File: config.mk
export PLATFORM = sky130hd
export DESIGN_NAME = dcs_clock_switch
export DESIGN_NICKNAME = d
export VERILOG_FILES = /design/src/dcs_pkg.sv /design/src/dcs_cnt_if.sv /design/src/dcs_osc_counter.sv /design/src/dcs_clock_switch.sv
export SDC_FILE = /design/constraint.sdc
export NUM_CORES = 1
export LEC_CHECK = 0
export BUFFER_PORTS_ARGS = -buffer_cell sky130_fd_sc_hd__buf_4
export CAP_MARGIN = 40
export CORE_UTILIZATION = 55
export DETAILED_ROUTE_END_ITERATION = 10
export PLACE_DENSITY = 0.72
export RECOVER_POWER = 25
export SYNTH_ARGS = -nofsm -noshare
export SYNTH_HDL_FRONTEND = slang
export SYNTH_SLANG_ARGS = --single-unit
File: constraint.sdc
create_clock -name mclk_i -period 9.1 [get_ports mclk_i]
set_input_delay 1.365 -clock mclk_i [delete_from_list [all_inputs] [get_ports mclk_i]]
set_output_delay 1.365 -clock mclk_i [all_outputs]
set_load 0.01 [all_outputs]
File: src/dcs_pkg.sv
// Summary of operation
// - request command counts selected source edges up to a startup limit.
// - clock ready flag sets when the availability counter reaches its limit.
// - clock ready flag clears when a new availability count begins.
// - once set, clock ready flag holds until a new count is commanded.
// - enable source command also starts the availability count.
// - recover copies the running system source code into source select field.
// - switch accepts RC, watchdog osc, external clock, low-freq and crystal.
// - at most one of the three external sources is enabled at a time.
// - external clock and low-freq enables are shared with the async timer.
// - command codes: disable 01, enable 02, switch 04, recover 05.
// - a command is taken only if the last command-address write was change-enable-only.
// - auto-reload watchdog command wins over the standard watchdog enable.
// - in auto-reload mode the watchdog only resets, never interrupts.
// - watchdog prescale bits set the timeout in both modes.
// - auto-reload mode, once armed, stays on until a reset.
// - auto-reload keeps the watchdog reloaded only if sysclk >= 4x watchdog osc.
// - software reload and hardware auto-reload are mutually exclusive.
// - disable command is ignored for the source driving the system clock.
// - reset loads source, startup and clock output fields from low fuses.
package dcs_pkg;
	localparam int         AW          = 2;
	localparam logic [1:0] ADDR_CMD    = 2'h0;
	localparam logic [1:0] ADDR_SEL    = 2'h1;
	localparam logic [1:0] ADDR_WDT    = 2'h2;
	localparam logic [7:0] CCE_ONLY    = 8'h80;
	localparam int         BIT_UNLOCK  = 7;
	localparam int         BIT_BUSY    = 5;
	localparam int         BIT_READY   = 4;
	localparam logic [7:0] CMD_DISABLE = 8'h01;
	localparam logic [7:0] CMD_ENABLE  = 8'h02;
	localparam logic [7:0] CMD_REQUEST = 8'h03;
	localparam logic [7:0] CMD_SWITCH  = 8'h04;
	localparam logic [7:0] CMD_RECOVER = 8'h05;
	localparam logic [7:0] CMD_WD_ARL  = 8'h06;
	localparam logic [3:0] SRC_EXT     = 4'h0;
	localparam logic [3:0] SRC_RC      = 4'h2;
	localparam logic [3:0] SRC_WD      = 4'h3;
	localparam logic [3:0] SRC_LF      = 4'h6;
	localparam logic [3:0] SRC_XTAL    = 4'h8;
	localparam logic [2:0] IDX_RC      = 3'h0;
	localparam logic [2:0] IDX_WD      = 3'h1;
	localparam logic [2:0] IDX_EXT     = 3'h2;
	localparam logic [2:0] IDX_LF      = 3'h3;
	localparam logic [2:0] IDX_XTAL    = 3'h4;
	localparam logic [2:0] IDX_NONE    = 3'h7;
	localparam int         SEL_START_LO = 4;
	localparam int         SEL_COUT    = 6;
	localparam int         WDT_P3      = 5;
	localparam int         WDT_WDE     = 3;
	localparam int         WDT_WDIE    = 6;
	localparam logic [3:0] WDT_P_MAX   = 4'h9;
	localparam logic [2:0] ARL_EDGES   = 3'h4;
	localparam int         WDT_W       = 21;
	localparam int         LIM_W       = 16;
	localparam int         LIM_CSUT0   = 6;
	localparam int         LIM_CSUT1   = 1024;
	localparam int         LIM_CSUT2   = 32768;
	localparam int         LIM_CSUT3   = 1024;
	localparam int         WDT_BASE    = 2048;
endpackage : dcs_pkg

File: src/dcs_cnt_if.sv
`timescale 1ns/1ps
interface dcs_cnt_if #(parameter int LW = 16);
	logic          start;
	logic          tick;
	logic [LW-1:0] limit;
	logic          ready;
	logic          busy;
	modport ctl (output start, tick, limit, input ready, busy);
	modport cnt (input start, tick, limit, output ready, busy);
endinterface : dcs_cnt_if

File: src/dcs_osc_counter.sv
`timescale 1ns/1ps
module dcs_osc_counter
	import dcs_pkg::*;
#(
	parameter int LW = LIM_W
) (
	// clock and reset
	input wire logic mclk_i,
	input wire logic rst_n_i,
	// control from the switch block
	dcs_cnt_if.cnt   cif
);
	typedef enum logic {CS_IDLE, CS_RUN} dcs_cst_e;
	typedef struct packed {
		dcs_cst_e      st;
		logic [LW-1:0] cnt;
		logic          ready;
	} dcs_cnt_s;

	dcs_cnt_s cnt_reg;
	dcs_cnt_s cnt_next;

	initial begin
		if (LW < 2) $error("counter width too small");
	end

	always_comb begin
		cnt_next = cnt_reg;
		case (cnt_reg.st)
			CS_IDLE: begin
			end
			CS_RUN: begin
				if (cif.tick) begin
					if (cnt_reg.cnt == cif.limit - LW'(1)) begin
						cnt_next.ready = 1'b1;
						cnt_next.st    = CS_IDLE;
					end else begin
						cnt_next.cnt = cnt_reg.cnt + LW'(1);
					end
				end
			end
			default: cnt_next.st = CS_IDLE;
		endcase
		// a new request restarts even a running count
		if (cif.start) begin
			cnt_next.st    = CS_RUN;
			cnt_next.cnt   = '0;
			cnt_next.ready = 1'b0;
		end
	end

	always_ff @(posedge mclk_i) begin
		if (!rst_n_i) begin
			cnt_reg <= '{st: CS_IDLE, cnt: '0, ready: 1'b0};
		end else begin
			cnt_reg <= cnt_next;
		end
	end

	assign cif.ready = cnt_reg.ready;
	assign cif.busy  = (cnt_reg.st == CS_RUN);
endmodule : dcs_osc_counter

File: src/dcs_clock_switch.sv
`timescale 1ns/1ps
module dcs_clock_switch
	import dcs_pkg::*;
#(
	parameter int LIM0     = LIM_CSUT0,
	parameter int LIM1     = LIM_CSUT1,
	parameter int LIM2     = LIM_CSUT2,
	parameter int LIM3     = LIM_CSUT3,
	parameter int WDT_TICK = WDT_BASE
) (
	// clock and reset
	input  wire logic          mclk_i,
	input  wire logic          rst_n_i,
	// register port
	input  wire logic [AW-1:0] addr_i,
	input  wire logic [7:0]    wdata_i,
	input  wire logic          wr_i,
	input  wire logic          rd_i,
	output logic      [7:0]    rdata_o,
	// fuses and oscillators
	input  wire logic [7:0]    fuse_low_i,
	input  wire logic [4:0]    src_clk_i,
	input  wire logic [1:0]    asy_en_req_i,
	input  wire logic          wdr_i,
	// clock control outputs
	output logic      [4:0]    src_en_o,
	output logic      [3:0]    sys_sel_o,
	output logic               clk_out_en_o,
	output logic               clk_ready_o,
	output logic               wdt_rst_o,
	output logic               wdt_irq_o
);
	typedef struct packed {
		logic             unlock;
		logic [3:0]       sel_src;
		logic [1:0]       sel_start;
		logic             cout;
		logic [4:0]       en;
		logic [3:0]       sys_sel;
		logic [2:0]       cnt_idx;
		logic             start;
		logic [3:0]       wdt_p;
		logic             wde;
		logic             wdie;
		logic             arl;
		logic [WDT_W-1:0] wdt_cnt;
		logic [2:0]       sys_edges;
		logic             wdt_rst;
		logic             wdt_irq;
		logic [7:0]       rdata;
		logic [4:0]       src_prev;
	} dcs_state_s;

	dcs_state_s st_reg;
	dcs_state_s st_next;
	dcs_state_s st_rst;

	dcs_cnt_if #(.LW(LIM_W)) cif ();

	initial begin
		if (LIM0 < 1 || LIM1 < 1 || LIM2 < 1 || LIM3 < 1)
			$error("startup count limits must be positive");
		if (LIM0 >= 2**LIM_W || LIM1 >= 2**LIM_W || LIM2 >= 2**LIM_W
			|| LIM3 >= 2**LIM_W)
			$error("startup count limit too wide");
		if (WDT_TICK < 1 || WDT_TICK >= 2**(WDT_W - 9))
			$error("watchdog base period out of range");
	end

	function automatic logic [2:0] src_index(input logic [3:0] code);
		case (code)
			SRC_RC:   src_index = IDX_RC;
			SRC_WD:   src_index = IDX_WD;
			SRC_EXT:  src_index = IDX_EXT;
			SRC_LF:   src_index = IDX_LF;
			SRC_XTAL: src_index = IDX_XTAL;
			default:  src_index = IDX_NONE;
		endcase
	endfunction : src_index

	function automatic logic pick(input logic [4:0] v, input logic [2:0] i);
		pick = (i <= IDX_XTAL) ? v[i] : 1'b0;
	endfunction : pick

	// only one external source may run; the new one wins
	function automatic logic [4:0] ext_only(input logic [4:0] en,
		input logic [2:0] i);
		logic [4:0] r;
		r = en;
		if (i >= IDX_EXT && i <= IDX_XTAL) begin
			r[IDX_XTAL:IDX_EXT] = '0;
		end
		r[i] = 1'b1;
		ext_only = r;
	endfunction : ext_only

	logic [4:0]       rise;
	logic [2:0]       sel_idx;
	logic             cmd_go;
	logic [WDT_W-1:0] wdt_lim;
	logic [3:0]       wdt_p_eff;
	logic             wd_tick;
	logic             wdt_act;
	logic             reload;

	assign rise      = src_clk_i & ~st_reg.src_prev;
	assign sel_idx   = src_index(st_reg.sel_src);
	assign cmd_go    = wr_i && addr_i == ADDR_CMD && st_reg.unlock
		&& wdata_i != CCE_ONLY;
	assign wd_tick   = rise[IDX_WD];
	assign wdt_p_eff = (st_reg.wdt_p > WDT_P_MAX) ? WDT_P_MAX : st_reg.wdt_p;
	assign wdt_lim   = WDT_W'(WDT_TICK) << wdt_p_eff;
	assign wdt_act   = st_reg.arl || st_reg.wde || st_reg.wdie;

	assign cif.start = st_reg.start;
	assign cif.tick  = pick(rise, st_reg.cnt_idx);
	always_comb begin
		case (st_reg.sel_start)
			2'h0:    cif.limit = LIM_W'(LIM0);
			2'h1:    cif.limit = LIM_W'(LIM1);
			2'h2:    cif.limit = LIM_W'(LIM2);
			default: cif.limit = LIM_W'(LIM3);
		endcase
	end

	dcs_osc_counter #(.LW(LIM_W)) u_cnt (
		.mclk_i  (mclk_i),
		.rst_n_i (rst_n_i),
		.cif     (cif)
	);

	// fuse image at reset; the fused source is the running system clock
	always_comb begin
		st_rst          = '0;
		st_rst.sel_src   = fuse_low_i[3:0];
		st_rst.sel_start = fuse_low_i[5:4];
		st_rst.cout     = ~fuse_low_i[SEL_COUT];
		st_rst.sys_sel  = fuse_low_i[3:0];
		st_rst.en       = ext_only(5'h00, src_index(fuse_low_i[3:0]));
		st_rst.src_prev = src_clk_i;
		if (src_index(fuse_low_i[3:0]) == IDX_NONE) begin
			st_rst.en = 5'h01;
		end
	end

	always_comb begin
		st_next          = st_reg;
		st_next.start    = 1'b0;
		st_next.wdt_rst  = 1'b0;
		st_next.wdt_irq  = 1'b0;
		st_next.rdata    = 8'h00;
		st_next.src_prev = src_clk_i;
		reload           = 1'b0;

		if (wr_i) begin
			case (addr_i)
				ADDR_CMD: begin
					// any write other than the bare unlock relocks
					st_next.unlock = (wdata_i == CCE_ONLY);
				end
				ADDR_SEL: begin
					st_next.sel_src   = wdata_i[3:0];
					st_next.sel_start = wdata_i[SEL_START_LO +: 2];
					st_next.cout = wdata_i[SEL_COUT];
				end
				ADDR_WDT: begin
					st_next.wdt_p = {wdata_i[WDT_P3], wdata_i[2:0]};
					st_next.wde   = wdata_i[WDT_WDE];
					st_next.wdie  = wdata_i[WDT_WDIE];
				end
				default: begin
				end
			endcase
		end

		if (cmd_go) begin
			case (wdata_i)
				CMD_DISABLE: begin
					if (sel_idx != IDX_NONE
						&& st_reg.sel_src != st_reg.sys_sel) begin
						st_next.en[sel_idx] = 1'b0;
					end
				end
				CMD_ENABLE: begin
					if (sel_idx != IDX_NONE) begin
						st_next.en      = ext_only(st_reg.en, sel_idx);
						st_next.cnt_idx = sel_idx;
						st_next.start   = 1'b1;
					end
				end
				CMD_REQUEST: begin
					if (sel_idx != IDX_NONE) begin
						st_next.cnt_idx = sel_idx;
						st_next.start   = 1'b1;
					end
				end
				CMD_SWITCH: begin
					if (sel_idx != IDX_NONE) begin
						st_next.sys_sel = st_reg.sel_src;
					end
				end
				CMD_RECOVER: st_next.sel_src = st_reg.sys_sel;
				CMD_WD_ARL:  st_next.arl  = 1'b1;
				default: begin
				end
			endcase
		end

		// the async timer drives the same enable flops
		if (asy_en_req_i[0]) begin
			st_next.en = ext_only(st_next.en, IDX_EXT);
		end else if (asy_en_req_i[1]) begin
			st_next.en = ext_only(st_next.en, IDX_LF);
		end

		// auto reload needs ARL_EDGES sysclk edges per watchdog tick
		if (st_reg.arl) begin
			if (wd_tick) begin
				st_next.sys_edges = 3'h0;
			end else if (pick(rise, src_index(st_reg.sys_sel))) begin
				if (st_reg.sys_edges == ARL_EDGES - 3'h1) begin
					reload            = 1'b1;
					st_next.sys_edges = 3'h0;
				end else begin
					st_next.sys_edges = st_reg.sys_edges + 3'h1;
				end
			end
		end else begin
			reload = wdr_i && wdt_act;
		end

		if (!wdt_act || reload) begin
			st_next.wdt_cnt = '0;
		end else if (wd_tick) begin
			if (st_reg.wdt_cnt >= wdt_lim - WDT_W'(1)) begin
				st_next.wdt_cnt = '0;
				if (st_reg.arl || st_reg.wde) begin
					st_next.wdt_rst = 1'b1;
				end else begin
					st_next.wdt_irq = 1'b1;
				end
			end else begin
				st_next.wdt_cnt = st_reg.wdt_cnt + WDT_W'(1);
			end
		end

		if (rd_i) begin
			case (addr_i)
				ADDR_CMD: begin
					st_next.rdata[BIT_UNLOCK] = st_reg.unlock;
					st_next.rdata[BIT_BUSY]   = cif.busy;
					st_next.rdata[BIT_READY]  = cif.ready;
				end
				ADDR_SEL: st_next.rdata = {1'b0, st_reg.cout, st_reg.sel_start,
					st_reg.sel_src};
				ADDR_WDT: st_next.rdata = {1'b0, st_reg.wdie, st_reg.wdt_p[3],
					st_reg.arl, st_reg.wde, st_reg.wdt_p[2:0]};
				default: st_next.rdata = 8'h00;
			endcase
		end
	end

	always_ff @(posedge mclk_i) begin
		if (!rst_n_i) begin
			st_reg <= st_rst;
		end else begin
			st_reg <= st_next;
		end
	end

	assign rdata_o      = st_reg.rdata;
	assign src_en_o     = st_reg.en;
	assign sys_sel_o    = st_reg.sys_sel;
	assign clk_out_en_o = st_reg.cout;
	assign clk_ready_o  = cif.ready;
	assign wdt_rst_o    = st_reg.wdt_rst;
	assign wdt_irq_o    = st_reg.wdt_irq;
endmodule : dcs_clock_switch

Word-level counts from Yosys, hierarchy flattened. Cells that the tools add are included.

Bits in registers: 85. Bits of input ports: 30. Output and inout port bits: 21. Logic and storage cells: 191.

Add/subtract/negate cells: 5. $lt $le $gt $ge: 12. Equal/unequal tests: 37. Shifts and indexed selects: 1. Muxes and demuxes: 68. Bitwise gates (word level): 10. Reductions and logical operators: 35.

Operator list (number): 66-bit two-way mux (1); 21-bit two-way mux (3); 18-bit two-way mux (3); 3-bit one-hot mux with 5 select lines (3); 16-bit one-hot mux with 2 select lines (1); 3-bit two-way mux (10); 4-bit two-way mux (7); 5-bit two-way mux (5); 4-bit by 2-bit equality test with 1-bit output, second input constant (6); 8-bit by 3-bit equality test with 1-bit output, second input constant (3); 21-bit by 1-bit adder with 21-bit output, second input constant (1); 21-bit >= comparator (1); 12-bit by 4-bit << shifter with 21-bit output, first input constant (1); 21-bit by 1-bit subtractor with 21-bit output, second input constant (1); 3-bit AND reduction (6); 1-bit two-way mux (17); 16-bit by 1-bit adder with 16-bit output, second input constant (1); 16-bit equality test (1); 8-bit by 2-bit equality test with 1-bit output, second input constant (2); 3-bit by 4-bit less-than comparator with 1-bit output, second input constant (4); 16-bit two-way mux (1); 16-bit by 1-bit subtractor with 16-bit output, second input constant (1); 7-bit two-way mux (2); 13-bit two-way mux (1); 43 further kinds (86).

Depth between registers and ports, before layout. Gate-level depths: netlist of run 1.

Depth after elaboration: 15. Depth in mapped cells: 15. Mapped depth without buffers: 13.

Cells and area by module. A second synthesis of run 1 with hierarchy kept.

Cell total of the unflattened synthesis: 634. Area, all modules: 5376.4 µm².

Modules (own cells, without submodules): dcs_clock_switch (times used 1, cells each 461, area each 3948.8 µm², seq. area each 1461.4 µm²); dcs_osc_counter (times used 1, cells each 173, area each 1427.6 µm², seq. area each 360.3 µm²).

Worst setup path after synthesis of run 1. Ideal clock, no wire load.

Path type: in2reg. From: in addr_i[0]. To: reg st_reg (netlist bit sys_sel_o[0]), enable pin. Setup time: 0.373 ns. Arrival time: 2.534 ns. Data required time: 8.727 ns. Slack: 6.193 ns. Cell stages on the path: 6. Buffers on the path: 0. Path through: inv_1 ha_1 and3_1 and4_1 o21ai_0 o31ai_1.

Word-level cells in the longest chain between the ends: 6.

Ends and longest elaborated chain: start: declaration (line dcs_clock_switch.sv:15) `input wire logic [AW-1:0] addr_i,`; 2-bit logical NOT (line dcs_clock_switch.sv:108) `assign cmd_go = wr_i && addr_i == ADDR_CMD && st_reg.unlock`; 1-bit logical AND (2 in series) (line dcs_clock_switch.sv:108); 1-bit logical AND (line dcs_clock_switch.sv:109) `&& wdata_i != CCE_ONLY;`; 2-bit by 1-bit != test with 1-bit output (no source line); 3-bit AND reduction (no source line); end signal: assignment (line dcs_clock_switch.sv:265) `st_reg <= st_rst;`; end signal: assignment (line dcs_clock_switch.sv:267) `st_reg <= st_next;`; end: declaration (line dcs_clock_switch.sv:54) `dcs_state_s st_reg;`.

Every way passes these cells. A chain may end at the register's enable or synchronous reset.

Final worst setup path of run 1.
From: in rst_n_i. To: reg u_cnt.cnt_reg[8] (netlist name).

Word-level cells in the longest chain between the ends: 2.

Ends and longest elaborated chain: start: declaration (line dcs_clock_switch.sv:13) `input wire logic rst_n_i,`; 1-bit inverter (no source line); 2-bit OR reduction (no source line); end signal: assignment (line dcs_osc_counter.sv:54) `cnt_reg <= '{st: CS_IDLE, cnt: '0, ready: 1'b0};`; end signal: assignment (line dcs_osc_counter.sv:56) `cnt_reg <= cnt_next;`; end: declaration (line dcs_osc_counter.sv:20) `dcs_cnt_s cnt_reg;`.

Every way passes these cells.

==> summary.txt, run 1 <==
RSZ-0062 raised after global routing - false
Root Buffer - clkbuf_8
Final ANT Viol Nets - 0
DR iter-0 viols - 276
Area leader, netlist - dfxtp_1
Final GP Congestion - 0.825
Chip height - 94.5 um
Max FFs per register - 46
Status - finished with violations
Hold WC Path Type - reg2reg
GRT Residual Overflow - 0
Worst IR Drop VDD - 0.0949 mV
Pin count of the biggest net entering global routing - 47
Routed wire length - 10600 um
Pre-antenna DRT Iters - 5
Largest cells by area after synthesis - dfxtp_1 31%, edfxtp_1 7.7%, nand2_1 4.9%, nor2_1 4.9%, ha_1 4.8%
Die W - 94.5 um
Failing checks - max-capacitance violations, max-slew violations
Main synth FF type - dfxtp_1
Hold Fails Final Rpt - 0
Static Leak - 1.76 nW
Worst setup SP type - input port
Max-slew violations - 47
Crit end category - register
Period utilization - 44.2%
Flops & latches, synth - 85
Drt via density - 5.94
Initial antenna violation count - 0
WP data required - 9390 ps
H-Tree Depth - 3
Synth-to-Final Area Change - 7.76%
Number of port buffers - 49
Yosys top cell area share - 31.0%
Max Clk Rate - 0.249 GHz
CTS Hold Bufs - 0
Rows - 33
Layout Nets - 629
Power per cell area - 143 nW/um2
Setup tns final - 0 ps
Total power - 0.727 mW
DIE AREA - 8930 um2
Ant. Diodes - 0
PostCTS Resize Cnt - 0
Worst slew margin - -20.3%
Routed len/inst - 15.4 um
Worst-margin pin slew - 1800 ps
Final setup vio count - 0
Post-synthesis cell type count - 62
EDFF count, synth - 12
Crit Path Category - in2reg
Post-synth ARST share - 0%
Reg clk slew, reported paths - 80 ps
CP Max Fanout - 46
Total CTS buffers - 9
Sequential share of the synthesized area - 38.7%
WL met3 - 533 um
Max layer used - met4
Clock skew - 9.69 ps
CP arrival - 4310 ps
Synthesized instance count - 562
Share of cells above drive strength 1 - 9.04%
I/O Pins - 51
Syn Std Cell Area - 4710 um2
Max-cap violations - 1
Met2 WL - 5020 um
Vias - 4106
Number of remaining DRC errors - 0
CTS sink count - 85
Vias in the first global route - 3713
Post-CTS Setup Bufs - 0
Final worst path period need - 4020 ps
Ys Warns - 0
GRT Total Usage - 25.0%
Clock buffer depth - 2
Synth Area per Inst - 8.38 um2
CTS tree - built
Clock Latency Late Sink - 350 ps
DP HPWL - 7760 um
Initial Util - 57.0%
Core Region - 8260 um2
Syn nets - 610
Metal-1 WL - 4890 um
First-pass GRT wire length - 17400 um
cells in the mapped netlist (2+ instances only):
master and count:
nor4bb_1 2, a222oi_1 2, mux2i_1 3, a31oi_1 4, o21a_1 2, nand2_1 62, a22oi_1 7, o21ai_1 7
xnor2_1 16, nor3_1 9, nor2b_1 8, inv_1 17, and4_1 2, nand3b_1 2, and2_1 6, a2111oi_0 2
and3_1 5, nand3_1 32, o211ai_1 7, or4_1 9, dfxtp_1 73, nor4_1 8, or3_1 12, buf_4 18
o31ai_1 8, ha_1 18, buf_2 3, nor2_1 61, o22ai_1 5, a211oi_1 2, nor4b_1 5, or2_1 2
nand4_1 14, a21oi_1 31, edfxtp_1 12, or2_2 2, nand2b_1 11, a21boi_0 9, xor2_1 12, o21ai_0 12
clkbuf_1 19
cell families (layout without fill, tap and decap cells):
family | after synthesis | in the layout | synth area share [%]
adders and majority gates | 18 | 18 | 4.78
muxes | 3 | 3 | 0.638
AOI/OAI and AO/OA | 112 | 112 | 16.7
DFF | 85 | 85 | 38.7
other | 1 | 1 | 0.0796
and+or+nand+nor | 257 | 257 | 27.6
buffers and inverters | 58 | 82 | 6.30
xor gates and xnor gates | 28 | 28 | 5.21
stage by stage:
step	hold slack, ps	instance area (um2)	util (%)	worst slack, ps	cells
2_1_floorplan	424	4710	-	6190	562
3_3_place_gp	435	4970	60.2	5610	675
3_5_place_dp	441	4970	60.2	5540	675
4_1_cts	457	5150	62.4	5870	691
5_1_grt	502	5070	61.4	4940	691
6_report	459	5070	61.4	5080	691
placed cells by master, fill, tap and decap left out, types with 3 or more instances in the layout:
master,n
xnor2_1,16
ha_1,18
and2_1,6
nor3_1,9
inv_1,17
nor2b_1,8
a21boi_0,9
o31ai_1,8
edfxtp_1,12
nand2_1,62
and3_1,5
o21ai_1,7
clkbuf_8,9
a22oi_1,7
o211ai_1,7
nand2b_1,11
dfxtp_1,73
mux2i_1,3
nand4_1,14
or3_1,12
nor4_1,8
clkbuf_1,23
o22ai_1,5
a31oi_1,4
buf_4,28
o21ai_0,12
nor4b_1,5
or4_1,9
nand3_1,32
nor2_1,61
xor2_1,12
a21oi_1,31
path summary, 6_finish.rpt:
kind / startpoint / end / slack (ps) / cells past startpoint
worst min-delay path: st_reg[17] / st_reg[17] / 460 / 2
worst max-delay path: rst_n_i / u_cnt.cnt_reg[8] / 5080 / 4
worst min register to register: st_reg[17] / st_reg[17] / 460 / 2
worst max register to register: st_reg[42] / st_reg[19] / 5830 / 12
cell type report:
class,count,area (um2)
Tap cell,105,131
Sequential cell,85,1820
Clock inverter,4,21.3
Inverter,17,63.8
Fill cell,776,3180
Timing Repair Buffer,49,289
Clock buffer,12,156
Multi-Input combinational cell,419,2590
worst max-delay path, cell delays in order:
cell,delay (ps)
clkbuf_1,1270
nand2_1,870
or4_1,720
o21ai_1,80
metal layers:
metal | global-route usage (%) | up-vias
met5 | 0 | -
met1 | 33.3 | 1934
met2 | 40.5 | 118
met3 | 4.27 | 16
met4 | 8.96 | 0
li1 | - | 2038
where the power goes:
part	switching (mW)	internal [mW]	leakage, nW	total (mW)
Combinational	0.0441	0.0340	0.955	0.0781
Sequential	0.0141	0.390	0.713	0.404
Clock	0.131	0.114	0.0889	0.245
Total	0.189	0.538	1.76	0.727
(Power assumes the default switching activity.)
==> run 2: changes to the inputs <==
CORE_UTILIZATION = 53   (was 55)
PLACE_DENSITY = 0.73   (was 0.72)
clock period = 3.27 ns   (was 9.1 ns; I/O delays follow)
==> run 2 against run 1 <==
The flow now finishes without violations. Clock power rose to 2.9 times the previous value. Wire length decreased by 2.8%. Die area increased by 3.7%. Sequential cell count is the same. Worst setup slack got worse by 4800 ps. Critical path type is now reg2reg. First-iteration DRC count is 26% lower. Clock skew rose by 1.6 ps. Combinational power rose to 2.8 times the previous value. Critical path depth increased by 9. Largest power group unchanged. Sequential share of layout area shrank 0.35 points. Largest cell class unchanged. Worst hold slack lost 190 ps.
==> summary.txt, run 2 (synthesized netlist as in run 1, its figures left out) <==
Non-Filler Instances - 698 (+1.0%)
Met3 Use GR - 4.27% (about the same)
Clock skew - 11.3 ps (+1.62 ps)
Vias - 4100 (-0.15%)
Clock buffer depth - 2 (unchanged)
Most common cell after layout, fill and taps aside - dfxtp_1
Crit Path Category - reg2reg
Worst-margin pin slew - 856 ps (-948 ps)
Met2 usage - 37.5% (-3.0 points)
Pre-antenna DRT Iters - 8 (+3)
Sequential share of power - 54.4% (-1.1 points)
Max-slew violations - 0 (-100%)
Final ANT Viol Nets - 0 (unchanged)
Drt via density - 5.87 (-1.1%)
Initial Util - 54.3% (-2.8 points)
First-pass GRT wire length - 16500 um (-5.3%)
Final worst path period need - 3000 ps
Worst slew margin - 42.4% (+63 points)
Number of remaining DRC errors - 0 (unchanged)
Synth-to-Final Area Change - 8.82%
DP HPWL - 7550 um (-2.7%)
Clk pwr share - 35.0% (+1.3 points)
Core Util, Final - 59.0% (-2.4 points)
Placement Cell Area - 5010 um2 (+0.68%)
Setup tns final - 0 ps (unchanged)
Setup WS post-layout - 266 ps (-4810 ps)
Initial antenna violation count - 0 (unchanged)
Core Region - 8680 um2 (+5.1%)
Layout Nets - 633 (+0.64%)
DR iter-0 viols - 205 (-26%)
Hold WC Path Type - in2reg
PostCTS Resize Cnt - 0 (unchanged)
Vias in the first global route - 3611 (-2.7%)
Crit end category - register
CTS tree - built
GRT Residual Overflow - 0 (unchanged)
M1 GR Usage - 30.9% (-2.4 points)
H-Tree Depth - 3 (unchanged)
Chip height - 96.3 um (+1.8%)
Ant. Diodes - 0 (unchanged)
Reg clk slew, reported paths - 90 ps (about the same)
Final setup vio count - 0 (unchanged)
Power share of the combinational group - 10.6% (about the same)
Status - completed
Root Buffer - clkbuf_8
Hold Fails Final Rpt - 0 (unchanged)
DIE AREA - 9260 um2 (+3.7%)
Final instance area - 5120 um2 (+0.99%)
Post-CTS Setup Bufs - 0 (unchanged)
Sw Share - 27.1% (+1.1 points)
Max FFs per register - 46 (unchanged)
Rows - 34 (+3.0%)
Max-cap violations - 0 (-1)
CP arrival - 3300 ps (-1010 ps)
Busiest grt layer - met2
DP Worst Slack - 326 ps (-5220 ps)
Flop2flop setup slack - 270 ps (-5560 ps)
GRT Total Usage - 23.1% (-1.8 points)
Max Clk Rate - 0.333 GHz
Placed insts - 682 (+1.0%)
Most frequent cells in the layout - 73 x dfxtp_1, 62 x nand2_1, 61 x nor2_1
Worst setup SP type - register
WP data required - 3560 ps (-5830 ps)
CTS sink count - 85 (unchanged)
Worst IR Drop VDD - 0.216 mV (+130%)
Pin count of the biggest net entering global routing - 47 (unchanged)
I/O Pins - 51 (unchanged)
CTS Hold Bufs - 0 (unchanged)
Period utilization - 91.9%
Routed len/inst - 14.8 um (-3.8%)
Routed wire length - 10300 um (-2.8%)
Number of port buffers - 49 (unchanged)
RSZ-0062 raised after global routing - false
Total CTS buffers - 9 (unchanged)
CP Max Fanout - 21 (-54%)
Pint - 1.50 mW (+180%)
Final GP Congestion - 0.955 (+16%)
Switching pwr - 0.560 mW (+200%)
Power per cell area - 403 nW/um2 (+180%)
# fillers - 824 (+6.2%)
Clock Latency Late Sink - 360 ps (about the same)
Die W - 96.3 um (+1.8%)
Share of cells above drive strength 1 - 10.3% (+1.3 points)
Static Leak - 1.78 nW (+1.5%)
-- run 2: area by class of cell --
type                       count  area, um2  share of cell area, %
tap                          108        135                   2.64
clock buffer                  11        151                   2.95
sequential                    85       1820                   35.6
inverter                      17       63.8                   1.25
timing repair buffer          53        323                   6.30
multi-input combinational    419       2590                   50.5
clock inverter                 5       38.8                  0.757
-- run 2: final timing paths --
check	startpoint	endpoint	cells past startpoint
worst max register to register	st_reg[43]	st_reg[35]	13
worst min register to register	st_reg[17]	st_reg[17]	2
worst max-delay path	st_reg[43]	st_reg[35]	13
worst min-delay path	src_clk_i[1]	st_reg[1]	1
-- run 2: per-layer routing --
metal / vias up / wire length [um]
met5: - / 0
met4: 0 / 114
met3: 9 / 620
met2: 130 / 4840
met1: 1915 / 4760
li1: 2046 / -
-- run 2: power groups by stage --
stage                     Sequential, mW  Clock (mW)  Combinational [mW]
after floorplan                     1.12           0               0.168
after global placement              1.15           0               0.219
final                               1.12       0.722               0.220
after global routing                1.13       0.770               0.244
after detailed placement            1.15           0               0.223
after CTS                           1.12       0.735               0.225
-- run 2: through the flow --
stage	power (mW)	hold WS (ps)
floorplan	1.29	424
global placement	1.36	433
detailed placement	1.37	460
CTS	2.08	233
global route	2.14	258
finish	2.06	270
-- run 2: critical path, cell delays in order (launching register included) --
cell and delay (ps):
dfxtp_1 370, or4_1 550, ha_1 270, nor3_1 160, a21o_1 100, a22oi_1 90, ha_1 190, a21oi_1 130
nor2_1 60, a211oi_1 180, a21oi_1 110, or3_1 370, buf_4 210, nor2_1 140
==> run 3: changes to the inputs <==
CORE_UTILIZATION = 55   (was 53)
PLACE_DENSITY = 0.72   (was 0.73)
clock period = 3.9 ns   (was 3.27 ns; I/O delays follow)
==> run 3 against run 2 <==
The run now ends with max-capacitance violations, max-slew violations left. Largest power group unchanged. Fmax fell by 8.0%. Register-to-register slack improved by 370 ps. Largest cell class unchanged. First-iteration DRC count grew 22%. Power decreased by 15%. Via count shrank 1.8%. Sequential share of layout area rose by 0.10 points.
==> summary.txt, run 3 (synthesized netlist as in run 1, its figures left out) <==
Final setup vio count - 0 (unchanged)
Reg area - 1820 um2 (unchanged)
Synth-to-Final Area Change - 8.50%
Static Leak - 1.78 nW (about the same)
Most common cell after layout, fill and taps aside - dfxtp_1
Max FFs per register - 46 (unchanged)
Setup tns final - 0 ps (unchanged)
CP most frequent cell - a21oi_1
Root Buffer - clkbuf_8
Worst IR Drop VDD - 0.247 mV (+14%)
I/O Pins - 51 (unchanged)
H-Tree Depth - 3 (unchanged)
CTS Hold Bufs - 0 (unchanged)
Final ANT Viol Nets - 0 (unchanged)
Share of cells above drive strength 1 - 9.73% (-0.61 points)
Clock skew - 12.0 ps (+0.731 ps)
Number of remaining DRC errors - 0 (unchanged)
Pre-antenna DRT Iters - 5 (-3)
Layout Nets - 630 (-0.47%)
Initial Util - 57.0% (+2.8 points)
Total power - 1.75 mW (-15%)
Routed len/inst - 15.0 um (+0.99%)
WP data required - 4180 ps (+620 ps)
Status - finished with violations
Crit Path Category - reg2reg
Core Util, Final - 61.9% (+2.8 points)
Final GP Congestion - 0.860 (-9.9%)
Period utilization - 83.7% (-8.1 points)
CP arrival - 3540 ps (+240 ps)
Clock buffer depth - 2 (unchanged)
Reg clk slew, reported paths - 90 ps (about the same)
RSZ-0062 raised after global routing - false
Worst setup SP type - register
Die W - 94.5 um (-1.8%)
Total CTS buffers - 9 (unchanged)
Ant. Diodes - 0 (unchanged)
Final worst path period need - 3270 ps (+262 ps)
Post-CTS Setup Bufs - 0 (unchanged)
Hold WC Path Type - in2reg
DR iter-0 viols - 250 (+22%)
CTS tree - built
Initial antenna violation count - 0 (unchanged)
Fin Hold WS - 373 ps (+103 ps)
Slowest CP cell - or3_1
Failing checks - max-capacitance violations, max-slew violations
Worst slew margin - -15.3% (-58 points)
Multi-input logic area - 2590 um2 (unchanged)
Max Clk Rate - 0.306 GHz (-8.0%)
CP Max Fanout - 21 (unchanged)
Max-cap violations - 1 (+1)
PostCTS Resize Cnt - 0 (unchanged)
Power per cell area - 342 nW/um2 (-15%)
Vias in the first global route - 3673 (+1.7%)
Most frequent cells in the layout - 73 x dfxtp_1, 62 x nand2_1, 61 x nor2_1
Core Region - 8260 um2 (-4.8%)
GRT Residual Overflow - 0 (unchanged)
Vias - 4028 (-1.8%)
Hold Fails Final Rpt - 0 (unchanged)
Number of port buffers - 49 (unchanged)
CP max stage delay - 690 ps (+140 ps)
Rows - 33 (-2.9%)
Clock Latency Late Sink - 350 ps (about the same)
Chip height - 94.5 um (-1.8%)
Routed wire length - 10300 um (about the same)
Drt via density - 5.83 (-0.76%)
Max-slew violations - 47 (+47)
CTS sink count - 85 (unchanged)
Crit end category - register
DIE AREA - 8930 um2 (-3.6%)
GRT Total Usage - 24.3% (+1.2 points)
Crit path cell chain - or4_1 -> ha_1 -> nor3_1 -> a21o_1 -> a22oi_1 -> ha_1 -> a21oi_1 -> nor2_1 -> a211oi_1 -> a21oi_1 -> or3_1 -> a21oi_1
Worst-margin pin slew - 1730 ps (+872 ps)
# fillers - 770 (-6.6%)
First-pass GRT wire length - 17200 um (+4.1%)
Pin count of the biggest net entering global routing - 47 (unchanged)
DP HPWL - 7600 um (+0.69%)
## run 3: cell types whose count changed in the layout (fill, tap and decap cells not counted), sizes merged
| cell | previous run | this run |
|---|---|---|
| inv | 20 | 17 |
| buf | 32 | 27 |
| clkbuf | 32 | 36 |
| clkinv | 0 | 2 |
| clkinvlp | 2 | 0 |
## run 3: final timing paths
kind,from,end,slack (ps),cells past startpoint
setup / recovery,st_reg[42],st_reg[19],630,12
hold reg to reg,st_reg[17],st_reg[17],460,2
setup reg to reg,st_reg[42],st_reg[19],630,12
hold / removal,src_clk_i[4],st_reg[4],370,1
## run 3: critical path: cells and delay by family (launching register included)
| kind | cells | cell delay [ps] |
|---|---|---|
| compound gates | 6 | 840 |
| fa+ha+maj | 2 | 440 |
| flops | 1 | 390 |
| simple gates | 4 | 1520 |
## run 3: final cells by class
type,instances,area share (%)
clock inverters,2,0.269
clock buffers,13,3.72
multi-input cells,419,50.7
well taps,105,2.57
repair buffers,50,5.83
inverters,17,1.25
flip-flops and latches,85,35.7
## run 3: power breakdown
part	internal, mW	switching [mW]	leakage, nW	total, mW
combinational	0.0796	0.102	0.963	0.181
clock	0.320	0.307	0.107	0.626
sequential	0.909	0.0323	0.713	0.941
total	1.31	0.441	1.78	1.75
## run 3: routing by layer
layer	global-route usage (%)	share of wire, %	wire (um)
met5	0	0	0
met4	9.09	1.7	180
met3	3.62	4.1	425
met2	38.9	46	4800
met1	33.2	48	4940
## run 3: per-stage QoR
stage | instance area, um2 | setup WS [ps] | cells
6_report | 5110 | 635 | 691
2_1_floorplan | 4710 | 1050 | 562
3_3_place_gp | 4970 | 771 | 675
3_5_place_dp | 4970 | 615 | 675
4_1_cts | 5180 | 605 | 690
5_1_grt | 5110 | 388 | 691
